`src/lcr_pkg.sv`:
```
/*
 * lcr_pkg: constants for the laser capability register bank: register
 * indices and byte addresses, response status and error-condition codes,
 * field positions and reset values, and the bus phase type.
 * Assumes a 32-bit APB slave where register index n sits at byte 4*n.
 */
package lcr_pkg;

	// ****************************************************************
	// bus geometry
	// ****************************************************************
	localparam int unsigned LCR_ADDR_W = 12;
	localparam int unsigned LCR_DATA_W = 32;
	localparam int unsigned LCR_VAL_W  = 16;

	// ****************************************************************
	// register indices, byte address is four times the index
	// ****************************************************************
	localparam logic [7:0] LCR_IDX_MIN_POWER  = 8'h50;
	localparam logic [7:0] LCR_IDX_MAX_POWER  = 8'h51;
	localparam logic [7:0] LCR_IDX_LOW_THZ    = 8'h52;
	localparam logic [7:0] LCR_IDX_LOW_FRAC   = 8'h53;
	localparam logic [7:0] LCR_IDX_HIGH_THZ   = 8'h54;
	localparam logic [7:0] LCR_IDX_HIGH_FRAC  = 8'h55;
	localparam logic [7:0] LCR_IDX_MIN_GRID   = 8'h56;
	localparam logic [7:0] LCR_IDX_CTRL       = 8'h60;
	localparam logic [7:0] LCR_IDX_RESP       = 8'h61;
	localparam logic [7:0] LCR_IDX_IRQ_STATUS = 8'h62;
	localparam logic [7:0] LCR_IDX_IRQ_MASK   = 8'h63;

	localparam logic [11:0] LCR_ADDR_MIN_POWER = {2'h0, LCR_IDX_MIN_POWER, 2'h0};
	localparam logic [11:0] LCR_ADDR_MAX_POWER = {2'h0, LCR_IDX_MAX_POWER, 2'h0};
	localparam logic [11:0] LCR_ADDR_LOW_THZ   = {2'h0, LCR_IDX_LOW_THZ, 2'h0};
	localparam logic [11:0] LCR_ADDR_LOW_FRAC  = {2'h0, LCR_IDX_LOW_FRAC, 2'h0};
	localparam logic [11:0] LCR_ADDR_HIGH_THZ  = {2'h0, LCR_IDX_HIGH_THZ, 2'h0};
	localparam logic [11:0] LCR_ADDR_HIGH_FRAC = {2'h0, LCR_IDX_HIGH_FRAC, 2'h0};
	localparam logic [11:0] LCR_ADDR_MIN_GRID  = {2'h0, LCR_IDX_MIN_GRID, 2'h0};

	// ****************************************************************
	// response status and error-condition codes
	// ****************************************************************
	localparam logic [1:0] LCR_STAT_OK                     = 2'h0;
	localparam logic [1:0] LCR_STAT_EXECUTION_ERROR_STATUS = 2'h1;
	localparam logic [2:0] LCR_CODE_OK                     = 3'h0;
	localparam logic [2:0] LCR_CODE_COMMAND_IN_PROGRESS    = 3'h1;
	localparam logic [2:0] LCR_CODE_COMMAND_IGNORED        = 3'h2;
	localparam logic [2:0] LCR_CODE_EXECUTION_FAILURE      = 3'h3;
	localparam logic [2:0] LCR_CODE_VENDOR_SPECIFIC_ERROR  = 3'h4;

	// ****************************************************************
	// field positions and reset values
	// ****************************************************************
	localparam int unsigned LCR_RESP_STAT_LSB  = 0;
	localparam int unsigned LCR_RESP_CODE_LSB  = 4;
	localparam int unsigned LCR_EV_READ_OK     = 0;
	localparam int unsigned LCR_EV_READ_ERR    = 1;
	localparam int unsigned LCR_EV_N           = 2;
	localparam logic [2:0]  LCR_CTRL_RST       = 3'h0;
	localparam logic [1:0]  LCR_IRQ_MASK_RST   = 2'h0;
	localparam logic [1:0]  LCR_IRQ_STATUS_RST = 2'h0;

	// ****************************************************************
	// bus phase
	// ****************************************************************
	typedef enum logic [0:0] {
		LCR_PH_IDLE   = 1'b0,
		LCR_PH_ACCESS = 1'b1
	} lcr_phase_type;

endpackage : lcr_pkg

```
`src/lcr_top.sv`:
```
/*
 * lcr_top: read-only laser capability registers behind an APB slave,
 * with a response register holding status and error condition of the
 * last capability read, an error-forcing control, and interrupts.
 * Assumes an APB master on sys_clk; cap_ready_pin is asynchronous.
 */
module lcr_top
	import lcr_pkg::*;
#(
	parameter logic [15:0] MIN_POWER = 16'h0064,
	parameter logic [15:0] MAX_POWER = 16'h0578,
	parameter logic [15:0] LOW_THZ   = 16'h00bf,
	parameter logic [15:0] LOW_FRAC  = 16'h0000,
	parameter logic [15:0] HIGH_THZ  = 16'h00c4,
	parameter logic [15:0] HIGH_FRAC = 16'h0000,
	parameter logic [15:0] MIN_GRID  = 16'h0007
)
(
	input  wire logic        sys_clk,
	input  wire logic        nrst,
	input  wire logic        psel,
	input  wire logic        penable,
	input  wire logic        pwrite,
	input  wire logic [11:0] paddr,
	input  wire logic [31:0] pwdata,
	input  wire logic [3:0]  pstrb,
	output logic [31:0]      prdata,
	output logic             pready,
	output logic             pslverr,
	input  wire logic        cap_ready_pin,
	output logic             irq
);

	// ****************************************************************
	// elaboration checks
	// ****************************************************************
	if (MIN_GRID == 16'h0000) begin : g_bad_grid
		$error("grid spacing must be positive");
	end
	if ($signed(MIN_POWER) > $signed(MAX_POWER)) begin : g_bad_power
		$error("minimum power above maximum power");
	end
	if (LOW_FRAC > 16'h270f || HIGH_FRAC > 16'h270f) begin : g_bad_frac
		$error("frequency remainder must stay below one terahertz");
	end

	// ****************************************************************
	// state
	// ****************************************************************
	typedef struct packed {
		lcr_phase_type phase;
		logic [31:0]   prdata;
		logic          pslverr;
		logic          rd_fail;
		logic [2:0]    pend_code;
		logic [1:0]    status;
		logic [2:0]    code;
		logic [2:0]    force_code;
	} lcr_state_type;

	lcr_state_type st_r;
	lcr_state_type st_nxt;

	logic                ready_s;
	logic [LCR_EV_N-1:0] ev_set;
	logic [LCR_EV_N-1:0] ev_clr;
	logic                mask_we;
	logic [LCR_EV_N-1:0] irq_status;
	logic [LCR_EV_N-1:0] irq_mask;

	lcr_sync2 u_sync (
		.sys_clk (sys_clk),
		.nrst    (nrst),
		.d_async (cap_ready_pin),
		.q       (ready_s)
	);

	// ****************************************************************
	// address decode
	// ****************************************************************
	logic [7:0]  idx;
	logic        in_map;
	logic        cap_sel;
	logic        ctrl_sel;
	logic        resp_sel;
	logic        istat_sel;
	logic        imask_sel;
	logic [15:0] cap_val;
	logic        force_ok;
	logic        fail;
	logic [2:0]  fail_code;
	logic        setup;
	logic        done;

	assign idx      = paddr[9:2];
	assign in_map   = (paddr[11:10] == 2'h0) && (paddr[1:0] == 2'h0);
	assign cap_sel  = in_map && (idx >= LCR_IDX_MIN_POWER) && (idx <= LCR_IDX_MIN_GRID);
	assign ctrl_sel  = in_map && (idx == LCR_IDX_CTRL);
	assign resp_sel  = in_map && (idx == LCR_IDX_RESP);
	assign istat_sel = in_map && (idx == LCR_IDX_IRQ_STATUS);
	assign imask_sel = in_map && (idx == LCR_IDX_IRQ_MASK);

	always_comb begin
		case (idx)
			LCR_IDX_MIN_POWER: cap_val = MIN_POWER;
			LCR_IDX_MAX_POWER: cap_val = MAX_POWER;
			LCR_IDX_LOW_THZ:   cap_val = LOW_THZ;
			LCR_IDX_LOW_FRAC:  cap_val = LOW_FRAC;
			LCR_IDX_HIGH_THZ:  cap_val = HIGH_THZ;
			LCR_IDX_HIGH_FRAC: cap_val = HIGH_FRAC;
			LCR_IDX_MIN_GRID:  cap_val = MIN_GRID;
			default:           cap_val = 16'h0000;
		endcase
	end

	// a forced code outside the four defined error codes is ignored
	assign force_ok  = (st_r.force_code >= LCR_CODE_COMMAND_IN_PROGRESS) &&
	                   (st_r.force_code <= LCR_CODE_VENDOR_SPECIFIC_ERROR);
	assign fail      = force_ok || !ready_s;
	assign fail_code = force_ok ? st_r.force_code :
	                   (!ready_s ? LCR_CODE_COMMAND_IN_PROGRESS : LCR_CODE_OK);

	assign setup = psel && !penable;
	assign done  = psel && penable && (st_r.phase == LCR_PH_ACCESS);

	// response word, status and error-condition fields at their package positions
	logic [31:0] resp_word;

	always_comb begin
		resp_word                         = 32'h0000_0000;
		resp_word[LCR_RESP_STAT_LSB +: 2] = st_r.status;
		resp_word[LCR_RESP_CODE_LSB +: 3] = st_r.code;
	end

	// ****************************************************************
	// bus slave
	// ****************************************************************
	always_comb begin
		st_nxt  = st_r;
		ev_set  = '0;
		ev_clr  = '0;
		mask_we = 1'b0;
		if (setup) begin
			st_nxt.phase   = LCR_PH_ACCESS;
			st_nxt.prdata  = 32'h0000_0000;
			st_nxt.pslverr = 1'b0;
			st_nxt.rd_fail = 1'b0;
			if (!in_map || !(cap_sel || ctrl_sel || resp_sel || istat_sel || imask_sel)) begin
				st_nxt.pslverr = 1'b1;
			end else if (pwrite) begin
				st_nxt.pslverr = cap_sel || resp_sel;
			end else if (cap_sel) begin
				st_nxt.rd_fail   = fail;
				st_nxt.pend_code = fail_code;
				st_nxt.prdata    = fail ? 32'h0000_0000 : {16'h0000, cap_val};
			end else if (ctrl_sel) begin
				st_nxt.prdata = {29'h0, st_r.force_code};
			end else if (resp_sel) begin
				st_nxt.prdata = resp_word;
			end else if (istat_sel) begin
				st_nxt.prdata = {30'h0, irq_status};
			end else begin
				st_nxt.prdata = {30'h0, irq_mask};
			end
		end
		if (done) begin
			st_nxt.phase = LCR_PH_IDLE;
			if (!pwrite && cap_sel) begin
				if (st_r.rd_fail) begin
					st_nxt.status = LCR_STAT_EXECUTION_ERROR_STATUS;
					st_nxt.code   = st_r.pend_code;
					ev_set[LCR_EV_READ_ERR] = 1'b1;
				end else begin
					st_nxt.status = LCR_STAT_OK;
					st_nxt.code   = LCR_CODE_OK;
					ev_set[LCR_EV_READ_OK] = 1'b1;
				end
			end else if (pwrite && pstrb[0]) begin
				if (ctrl_sel) begin
					st_nxt.force_code = pwdata[2:0];
				end
				if (istat_sel) begin
					ev_clr = pwdata[LCR_EV_N-1:0];
				end
				mask_we = imask_sel;
			end
		end
	end

	always_ff @(posedge sys_clk or negedge nrst) begin
		if (!nrst) begin
			st_r            <= '0;
			st_r.phase      <= LCR_PH_IDLE;
			st_r.status     <= LCR_STAT_OK;
			st_r.code       <= LCR_CODE_OK;
			st_r.force_code <= LCR_CTRL_RST;
		end else begin
			st_r <= st_nxt;
		end
	end

	// a capability read answers in its first access cycle, never pends
	assign pready  = (st_r.phase == LCR_PH_ACCESS);
	assign prdata  = st_r.prdata;
	assign pslverr = st_r.pslverr & pready;

	// ****************************************************************
	// interrupts
	// ****************************************************************
	lcr_irq #(
		.N (LCR_EV_N)
	) u_irq (
		.sys_clk    (sys_clk),
		.nrst       (nrst),
		.ev_set     (ev_set),
		.ev_clr     (ev_clr),
		.mask_we    (mask_we),
		.mask_wdata (pwdata[LCR_EV_N-1:0]),
		.status     (irq_status),
		.mask       (irq_mask),
		.irq        (irq)
	);

	logic cap_rd_done;
	logic cap_rd_ok;
	logic cap_rd_setup;
	assign cap_rd_done  = done && !pwrite && cap_sel;
	assign cap_rd_ok    = cap_rd_done && !st_r.rd_fail;
	assign cap_rd_setup = setup && !pwrite && cap_sel;
endmodule : lcr_top

```
`src/lcr_sync2.sv`:
```
/*
 * lcr_sync2: two flip-flop synchroniser for one level input.
 * Assumes the input may change at any time relative to sys_clk.
 */
module lcr_sync2
	import lcr_pkg::*;
(
	input  wire logic sys_clk,
	input  wire logic nrst,
	input  wire logic d_async,
	output logic      q
);

	typedef struct packed {
		logic meta;
		logic sync;
	} lcr_sync_type;

	lcr_sync_type st_r;
	lcr_sync_type st_nxt;

	always_comb begin
		st_nxt      = st_r;
		st_nxt.meta = d_async;
		st_nxt.sync = st_r.meta;
	end

	always_ff @(posedge sys_clk or negedge nrst) begin
		if (!nrst) begin
			st_r <= '0;
		end else begin
			st_r <= st_nxt;
		end
	end

	assign q = st_r.sync;

endmodule : lcr_sync2

```
`src/lcr_irq.sv`:
```
/*
 * lcr_irq: sticky event status with write-one-to-clear, a mask of the
 * same layout and one level interrupt output.
 * Assumes event and clear pulses come from logic on sys_clk.
 */
module lcr_irq
	import lcr_pkg::*;
#(
	parameter int unsigned N = LCR_EV_N
)
(
	input  wire logic         sys_clk,
	input  wire logic         nrst,
	input  wire logic [N-1:0] ev_set,
	input  wire logic [N-1:0] ev_clr,
	input  wire logic         mask_we,
	input  wire logic [N-1:0] mask_wdata,
	output logic [N-1:0]      status,
	output logic [N-1:0]      mask,
	output logic              irq
);

	typedef struct packed {
		logic [N-1:0] status;
		logic [N-1:0] mask;
	} lcr_irq_state_type;

	lcr_irq_state_type st_r;
	lcr_irq_state_type st_nxt;
	logic [N-1:0]      status_nxt;

	// set wins over a clear in the same cycle
	for (genvar i = 0; i < N; i++) begin : g_bit
		assign status_nxt[i] = ev_set[i] | (st_r.status[i] & ~ev_clr[i]);
	end

	always_comb begin
		st_nxt        = st_r;
		st_nxt.status = status_nxt;
		if (mask_we) begin
			st_nxt.mask = mask_wdata;
		end
	end

	always_ff @(posedge sys_clk or negedge nrst) begin
		if (!nrst) begin
			st_r <= '0;
		end else begin
			st_r <= st_nxt;
		end
	end

	assign status = st_r.status;
	assign mask   = st_r.mask;
	assign irq    = |(st_r.status & st_r.mask);

endmodule : lcr_irq

```
`config.mk`:
```
export PLATFORM = sky130hd
export DESIGN_NAME = lcr_top
export DESIGN_NICKNAME = d
export VERILOG_FILES = /design/src/lcr_pkg.sv /design/src/lcr_top.sv /design/src/lcr_sync2.sv /design/src/lcr_irq.sv
export SDC_FILE = /design/constraint.sdc
export NUM_CORES = 1
export LEC_CHECK = 0
export BUFFER_PORTS_ARGS = -buffer_cell sky130_fd_sc_hd__buf_4
export CAP_MARGIN = 25
export CORE_MARGIN = 2
export CORE_UTILIZATION = 46
export CTS_BUF_LIST = sky130_fd_sc_hd__clkbuf_8
export CTS_CLUSTER_SIZE = 25
export DETAILED_ROUTE_END_ITERATION = 16
export PLACE_DENSITY_LB_ADDON = 0.25
export SYNTH_ARGS = -nofsm -noshare
export SYNTH_HDL_FRONTEND = slang
export SYNTH_SLANG_ARGS = --single-unit
```
`constraint.sdc`:
```
create_clock -name sys_clk -period 2.1 [get_ports sys_clk]
set_input_delay 0.105 -clock sys_clk [delete_from_list [all_inputs] [get_ports sys_clk]]
set_output_delay 0.105 -clock sys_clk [all_outputs]
set_load 0.05 [all_outputs]
```
==> results of run 1 <==
-- power breakdown --
group          total (mW)  switching [mW]  internal (mW)
Clock               0.415           0.160          0.255
Sequential          0.545         0.00242          0.543
Combinational       0.205           0.154         0.0512
-- layout make-up --
| class | count | area (µm²) | area share, % |
|---|---|---|---|
| clock inverters | 1 | 30.0 | 1.53 |
| flip-flops and latches | 28 | 701 | 35.7 |
| inverters | 6 | 22.5 | 1.15 |
| repair buffers | 45 | 343 | 17.5 |
| well taps | 46 | 57.6 | 2.93 |
| multi-input cells | 133 | 769 | 39.2 |
| clock buffers | 3 | 41.3 | 2.10 |
-- worst max-delay path, cell delays in order, from the launching register on --
cell      delay [ns]
dfrtp_1         0.41
or4b_4          0.57
a21oi_2         0.18
nand4b_1        0.14
or2_2           0.33
o21ai_0         0.16
-- per-layer routing --
layer	GRT usage, %	wire (µm)
met1	21.8	1440
met2	29.9	1770
met3	3.35	201
met4	2.93	7
met5	0	0
-- kinds of logic after synthesis --
kind of cell | Yosys count | synth area share (%)
AO/OA/AOI/OAI | 41 | 15.4
AND/OR/NAND/NOR | 63 | 21.0
other | 1 | 0.225
multiplexers | 6 | 3.83
flip-flops | 28 | 42.0
XOR/XNOR | 1 | 0.526
buffers and inverters | 43 | 17.0
-- stage by stage --
stage	hold WS, ns	utilization (%)	std cells
floorplan	-0.191	-	204
global placement	0.0397	54.6	256
detailed placement	0.0446	54.6	256
CTS	0.0362	57.3	262
global route	0.0391	57.5	262
finish	0.0375	57.5	262
-- sequential cells by signal, summed over array words and instances, names as in the netlist --
name / count
resp_word: 4
u_sync.st_nxt: 1
st_r: 8
u_sync.q: 1
u_irq.mask: 2
prdata: 9
pready: 1
u_irq.status: 2
-- cells in the mapped netlist (2+ instances only) --
library cell	n
buf_4	32
dfrtp_1	28
nand2_1	23
o21ai_0	19
nor2_1	12
inv_1	6
a22oi_1	4
clkbuf_1	4
a21oi_1	3
and3_1	3
mux2i_1	3
nand4b_1	3
nor2b_1	3
nor3_1	3
or2_2	3
a221oi_1	2
a22o_1	2
mux2_2	2
nand2b_1	2
nand3_1	2
o21ai_1	2
-- what timing repair did --
item | CTS | global route
hold endpoints to repair | 29 | 0
gates resized for setup | 0 | 3
hold buffers | 2 | 0
setup endpoints to repair | 0 | 4
-- path summary, 6_finish.rpt --
| check | end | start | slack (ns) |
|---|---|---|---|
| worst max-delay path | prdata[3] | st_r[1] | 0.25 |
| worst min-delay path | pready | psel | 0.04 |
| worst max register to register | prdata[3] | st_r[1] | 0.25 |
| worst min register to register | u_sync.q | u_sync.st_nxt[0] | 0.36 |
| max in group asynchronous | u_sync.st_nxt[0] | nrst | 1.57 |
| min in group asynchronous | pready | nrst | 0.27 |
==> impl_results.md, run 1 <==
* Num CTS Buffers at 3
* WHS Path Cells at 2
* Syn Inst Count at 183
* GRT Total Usage at 17.0%
* H-tree depth at 1
* Final period util at 88.3%
* WP data arrival at 2.05 ns
* # diodes at 0
* Synth-to-Final Area Change at 17.9%
* Yosys synthesis warning count at 0
* Die width at roughly 64 µm
* First-pass GRT wire length at around 5600 µm
* Post-CTS Repair Setup Buffers at 0
* Die Ht at 64.2 µm
* Port bufs at 34
* Post-synthesis register bit count at 28
* Clock latency on the worst-skew pair at approximately 0.27 ns
* Worst Clk Skew at 0.00483 ns
* Worst min path class: in -> reg
* VDD IR-drop max at roughly 0.30 mV
* Filler cells at 313
* Number of synthesized flops with an enable pin at 0
* Max Cap Violations at 0
* Initial core utilization at between 40% and 50%
* Final instance area at 1960 µm²
* IO Pins at 89
* Post-synthesis sequential area ratio at between 40% and 50%
* Max Fclk at around 540 MHz
* Post-DRT Antenna Nets at 0
* Setup ws final at 0.246 ns
* Cell Rows at 21
* Core area at ~3400 µm²
* DRC Markers at 0
* Top cell type's share of synthesized area at a little over two fifths
* Synth Cell Area at between 1500 and 2000 µm²
* Critical Path Source Type: register
* WS Path Type: reg -> reg
* Power Density at between 500 and 600 nW/µm²
* Final Slew Violations at 0
* Main area contributors after synthesis: dfrtp_1 42%, buf_4 14%, o21ai_0 5.7%, nand2_1 5.2%, nor2_1 2.7%
* First DRT Iteration DRCs at 51
* CP required at ~2.3 ns
* Period minus WS final at 1.85 ns
* Placed cell areas at around 1900 µm²
* Final Hold Viols at 0
* Grt ovf at 0
* Die Area at ~4100 µm²
* Share of layout cells above drive strength 1 at between 20% and 30%
* Power consumption at about 1.2 mW
* Clock buffer depth at 2
* WL/cell at around 13 µm
* Post-synthesis cell type count at between 40 and 50
* Outcome: finished, final reports clean
* Commonest non-fill, non-tap cell in the layout: buf_4
* Synth area leader: dfrtp_1
* Final wirelength at 3410 µm
* LEAKAGE at approximately 0.94 nW
* Commonest register cell after synthesis: dfrtp_1
* Syn avg cell area at between 9 and 10 µm²
* Setup crit end kind: register
* R2R cell count at 5
* Pre-Repair DR Iteration Count at 4
* NumNets Final at 271
* Asr flop ratio synth at 100%
* Unrepaired setup endpoints after global routing: false
* Setup violators final at 0
* Setup TNS at 0 ns
* Vias in the first global route at about 1300
* CTS tree: yes
* Post-DP HPWL at 2680 µm
* Clock-pin slew on the worst setup and hold paths at about 0.090 ns
* Worst slack at placement at ~0.04 ns
* Commonest cells after routing, fill and taps aside: 43 x buf_4, 28 x dfrtp_1, 23 x nand2_1
* Sink Count at 28
* Root Buffer: clkbuf_8
* Final Wtd Congestion at a little over 0.8
* Vias after detailed routing at 1355
* Pin count of the biggest net entering global routing at 29
* Worst-path maximum fanout at 3
* Routed vias/inst at 5.17
* Initial antenna violation count at 0
Note: power is estimated with default switching activity, not from simulation.
==> run 2, diff against run 1 <==
--- a/config.mk
+++ b/config.mk
@@ -8,11 +8,13 @@
 export BUFFER_PORTS_ARGS = -buffer_cell sky130_fd_sc_hd__buf_4
 export CAP_MARGIN = 25
 export CORE_MARGIN = 2
-export CORE_UTILIZATION = 46
+export CORE_UTILIZATION = 42
 export CTS_BUF_LIST = sky130_fd_sc_hd__clkbuf_8
 export CTS_CLUSTER_SIZE = 25
 export DETAILED_ROUTE_END_ITERATION = 16
 export PLACE_DENSITY_LB_ADDON = 0.25
+export RECOVER_POWER = 25
 export SYNTH_ARGS = -nofsm -noshare
 export SYNTH_HDL_FRONTEND = slang
+export SYNTH_HIERARCHICAL = 1
 export SYNTH_SLANG_ARGS = --single-unit
==> constraint.sdc (replaced) <==
create_clock -name sys_clk -period 1.65 [get_ports sys_clk]
set_input_delay 0.0825 -clock sys_clk [delete_from_list [all_inputs] [get_ports sys_clk]]
set_output_delay 0.0825 -clock sys_clk [all_outputs]
set_load 0.05 [all_outputs]
==> run 2 against run 1 <==
Against the previous run:
- the run now ends with negative setup slack left
- maximum frequency up 12%
- core utilization is 5.3 points lower
- via count stayed put
- critical path type unchanged
- critical endpoint is now prdata[7]
==> impl_results.md, run 2 <==
* Die Ht at 68.6 µm (+6.8%)
* WS Path Type: reg -> reg
* Setup violators final at 1 (+1)
* Synth-to-Final Area Change at 19.4%
* # diodes at 0 (unchanged)
* Initial antenna violation count at 0 (unchanged)
* Share of layout cells above drive strength 1 at 32.3% (+5.4 points)
* Die width at 68.6 µm (+6.8%)
* Asr flop ratio synth at 100% (unchanged)
* Post-DRT Antenna Nets at 0 (unchanged)
* Switching power at 0.444 mW (+40%)
* Most common cell in the netlist: buf_4
* Routed vias/inst at 4.91 (-5.1%)
* Die Area at 4700 µm² (+14%)
* Power consumption at 1.43 mW (+23%)
* Commonest non-fill, non-tap cell in the layout: buf_4
* Post-synthesis cell type count at 38 (-12%)
* Cell Rows at 23 (+9.5%)
* Unrepaired setup endpoints after global routing: true
* Worst Clk Skew at 0.00972 ns (+0.00488 ns)
* Number of synthesized flops with an enable pin at 0 (unchanged)
* Share of power burned in registers at 48.9% (+2.1 points)
* Top cell type's share of synthesized area at 40.0% (-2.0 points)
* Grt ovf at 0 (unchanged)
* Commonest cells after routing, fill and taps aside: 44 x buf_4, 27 x dfrtp_1, 22 x nand2_1, 22 x conb_1, 12 x nor2_1
* Max reg flops at 9 (unchanged)
* Setup crit end kind: register
* CP peak stage delay at 0.55 ns (-0.02 ns)
* Slowest-stage cell, CP: or4b_4
* Pre-Repair DR Iteration Count at 4 (unchanged)
* Main area contributors after synthesis: dfrtp_1 40%, buf_4 14%, nand2_1 4.7%, mux2_4 4.3%, nand3_1 3.7%
* IO Pins at 89 (unchanged)
* WL/cell at 13.3 µm (+2.0%)
* Final period util at 100% (+12 points)
* WP data arrival at 1.88 ns (-0.17 ns)
* Power Density at 683 nW/µm² (+15%)
* Worst-path maximum fanout at 5 (+2)
* Core area at 4000 µm² (+17%)
* First DRT Iteration DRCs at 44 (-14%)
* Post-synthesis sequential area ratio at 40.0% (-2.0 points)
* CP required at 1.87 ns (-0.42 ns)
* Syn avg cell area at 9.21 µm² (+1.2%)
* Synth area leader: dfrtp_1
* Post-DP HPWL at 2920 µm (+9.0%)
* VDD IR-drop max at 0.459 mV (+55%)
* Sink Count at 28 (unchanged)
* Clock Power Share at 30.4% (-5.2 points)
* Critical-path cell list: or4b_4 > o21ai_4 > nand4_1 > or2_4 > o21ai_2
* Worst min path class: in -> reg
* Synth Cell Area at 1750 µm² (+5.0%)
* Clock buffer depth at 2 (unchanged)
* Sw frac at 31.1% (+3.9 points)
* Slew margin rel. at a little over half
* Syn Inst Count at 190 (+3.8%)
* Max Cap Violations at 0 (unchanged)
* LEAKAGE at 1.02 nW (+7.9%)
* Pin count of the biggest net entering global routing at 29 (unchanged)
* GRT Total Usage at 16.5% (-0.48 points)
* Failing checks: negative setup slack
* Top cells by count, synth: 32 x buf_4, 28 x dfrtp_1, 22 x nand2_1, 13 x nand3_1, 12 x nor2_1
* Commonest register cell after synthesis: dfrtp_1
* P_int at 0.984 mW (+16%)
* Post-synthesis register bit count at 28 (unchanged)
* Final Hold Viols at 0 (unchanged)
* Vias in the first global route at 1223 (-4.3%)
* Hold slack at 0.0276 ns (-0.00988 ns)
* Clock latency on the worst-skew pair at 0.28 ns (about the same)
* Vias after detailed routing at 1355 (unchanged)
* Period minus WS final at 1.65 ns (-0.200 ns)
* Final Wtd Congestion at 0.783 (-4.1%)
* CTS tree: yes
* NumNets Final at 281 (+3.7%)
* Final wirelength at 3670 µm (+7.4%)
* Placed cell areas at 1990 µm² (+6.6%)
* H-tree depth at 1 (unchanged)
* Num CTS Buffers at 3 (unchanged)
* Root Buffer: clkbuf_8
* Initial core utilization at 43.8% (-5.0 points)
* DRC Markers at 0 (unchanged)
* Final instance area at 2090 µm² (+6.4%)
* Final Slew Violations at 0 (unchanged)
* Setup ws final at -0.00386 ns (-0.250 ns)
* Port bufs at 34 (unchanged)
* Yosys synthesis warning count at 6 (+6)
* Critical Path Source Type: register
* Worst slack at placement at -0.0821 ns (-0.122 ns)
* Comb pwr share at 20.7% (+3.1 points)
* First-pass GRT wire length at 5760 µm (+3.0%)
* Outcome: finished, violations left
* Max Fclk at 605 MHz (+12%)
* Tightest Pin Transition at ~0.71 ns
* Clock-pin slew on the worst setup and hold paths at 0.10 ns (about the same)
[run 2: cell count changes in the layout (fill, tap and decap cells not counted), moves of 4 or more]
cell and change:
o21ai_0 -10, nand3_1 +9, mux2_4 +5, a21o_1 +4, a21oi_1 +4, nand2b_1 +4
[run 2: cells by family after synthesis]
group,after synthesis,synth area share [%]
and+or+nand+nor,77,25.8
AOI/OAI and AO/OA,35,13.1
muxes,5,4.29
xor gates and xnor gates,1,0.500
DFF,28,40.0
other,1,0.214
buffers and inverters,43,16.1
[run 2: stage by stage]
stage          std cells   TNS, ns  utilization, %
2_1_floorplan        211    -0.140               -
3_3_place_gp         269    -0.513            49.7
3_5_place_dp         269    -0.578            49.7
4_1_cts              275   -0.0145            51.9
5_1_grt              276    -0.211            52.2
6_report             276  -0.00386            52.2
[run 2: final cells by class]
class	count	area [µm²]
multi-input combinational	140	885
fill	382	1910
sequential	28	702
inverter	6	22.5
tap	50	62.6
timing repair buffer	48	363
clock buffer	4	55.1
[run 2: worst paths after layout]
path	cells after the start	slack, ns	from	to
worst max-delay path	5	-0.004	st_r[1]	prdata[7]
min in group asynchronous	2	0.37	nrst	st_r[11]
worst max register to register	5	-0.004	st_r[1]	prdata[7]
worst min register to register	0	0.36	u_sync/st_nxt[0]	u_sync/q
max in group asynchronous	2	0.79	nrst	pready
worst min-delay path	2	0.03	pwdata[2]	st_r[2]
[run 2: critical path, delay by kind of cell (launching register included)]
family	cells	cell delay, ns
and+or+nand+nor	3	1.01
DFF	1	0.38
AOI/OAI and AO/OA	2	0.21
[run 2: routing by layer]
layer | global-route usage [%] | share of wire (%) | up-vias
met5 | 0 | 0 | -
met2 | 26.2 | 49 | 38
met4 | 3.00 | 0.68 | 0
met3 | 3.73 | 5.5 | 3
met1 | 23.2 | 44 | 643
li1 | - | - | 671
[run 2: power by group through the flow]
stage          logic (mW)  clock network, mW  registers (mW)
2_1_floorplan       0.227                  0           0.720
3_3_place_gp        0.284                  0           0.712
3_5_place_dp        0.287                  0           0.713
4_1_cts             0.293              0.446           0.700
5_1_grt             0.314              0.474           0.700
6_report            0.295              0.434           0.699
[run 2: what timing repair did]
item	4_1_cts	5_1_grt
gates resized for setup	2	3
pin swaps	2	4
hold buffers	2	0
endpoints found under the hold margin	29	0
buffers inserted	0	1
endpoints found under the setup margin	4	10
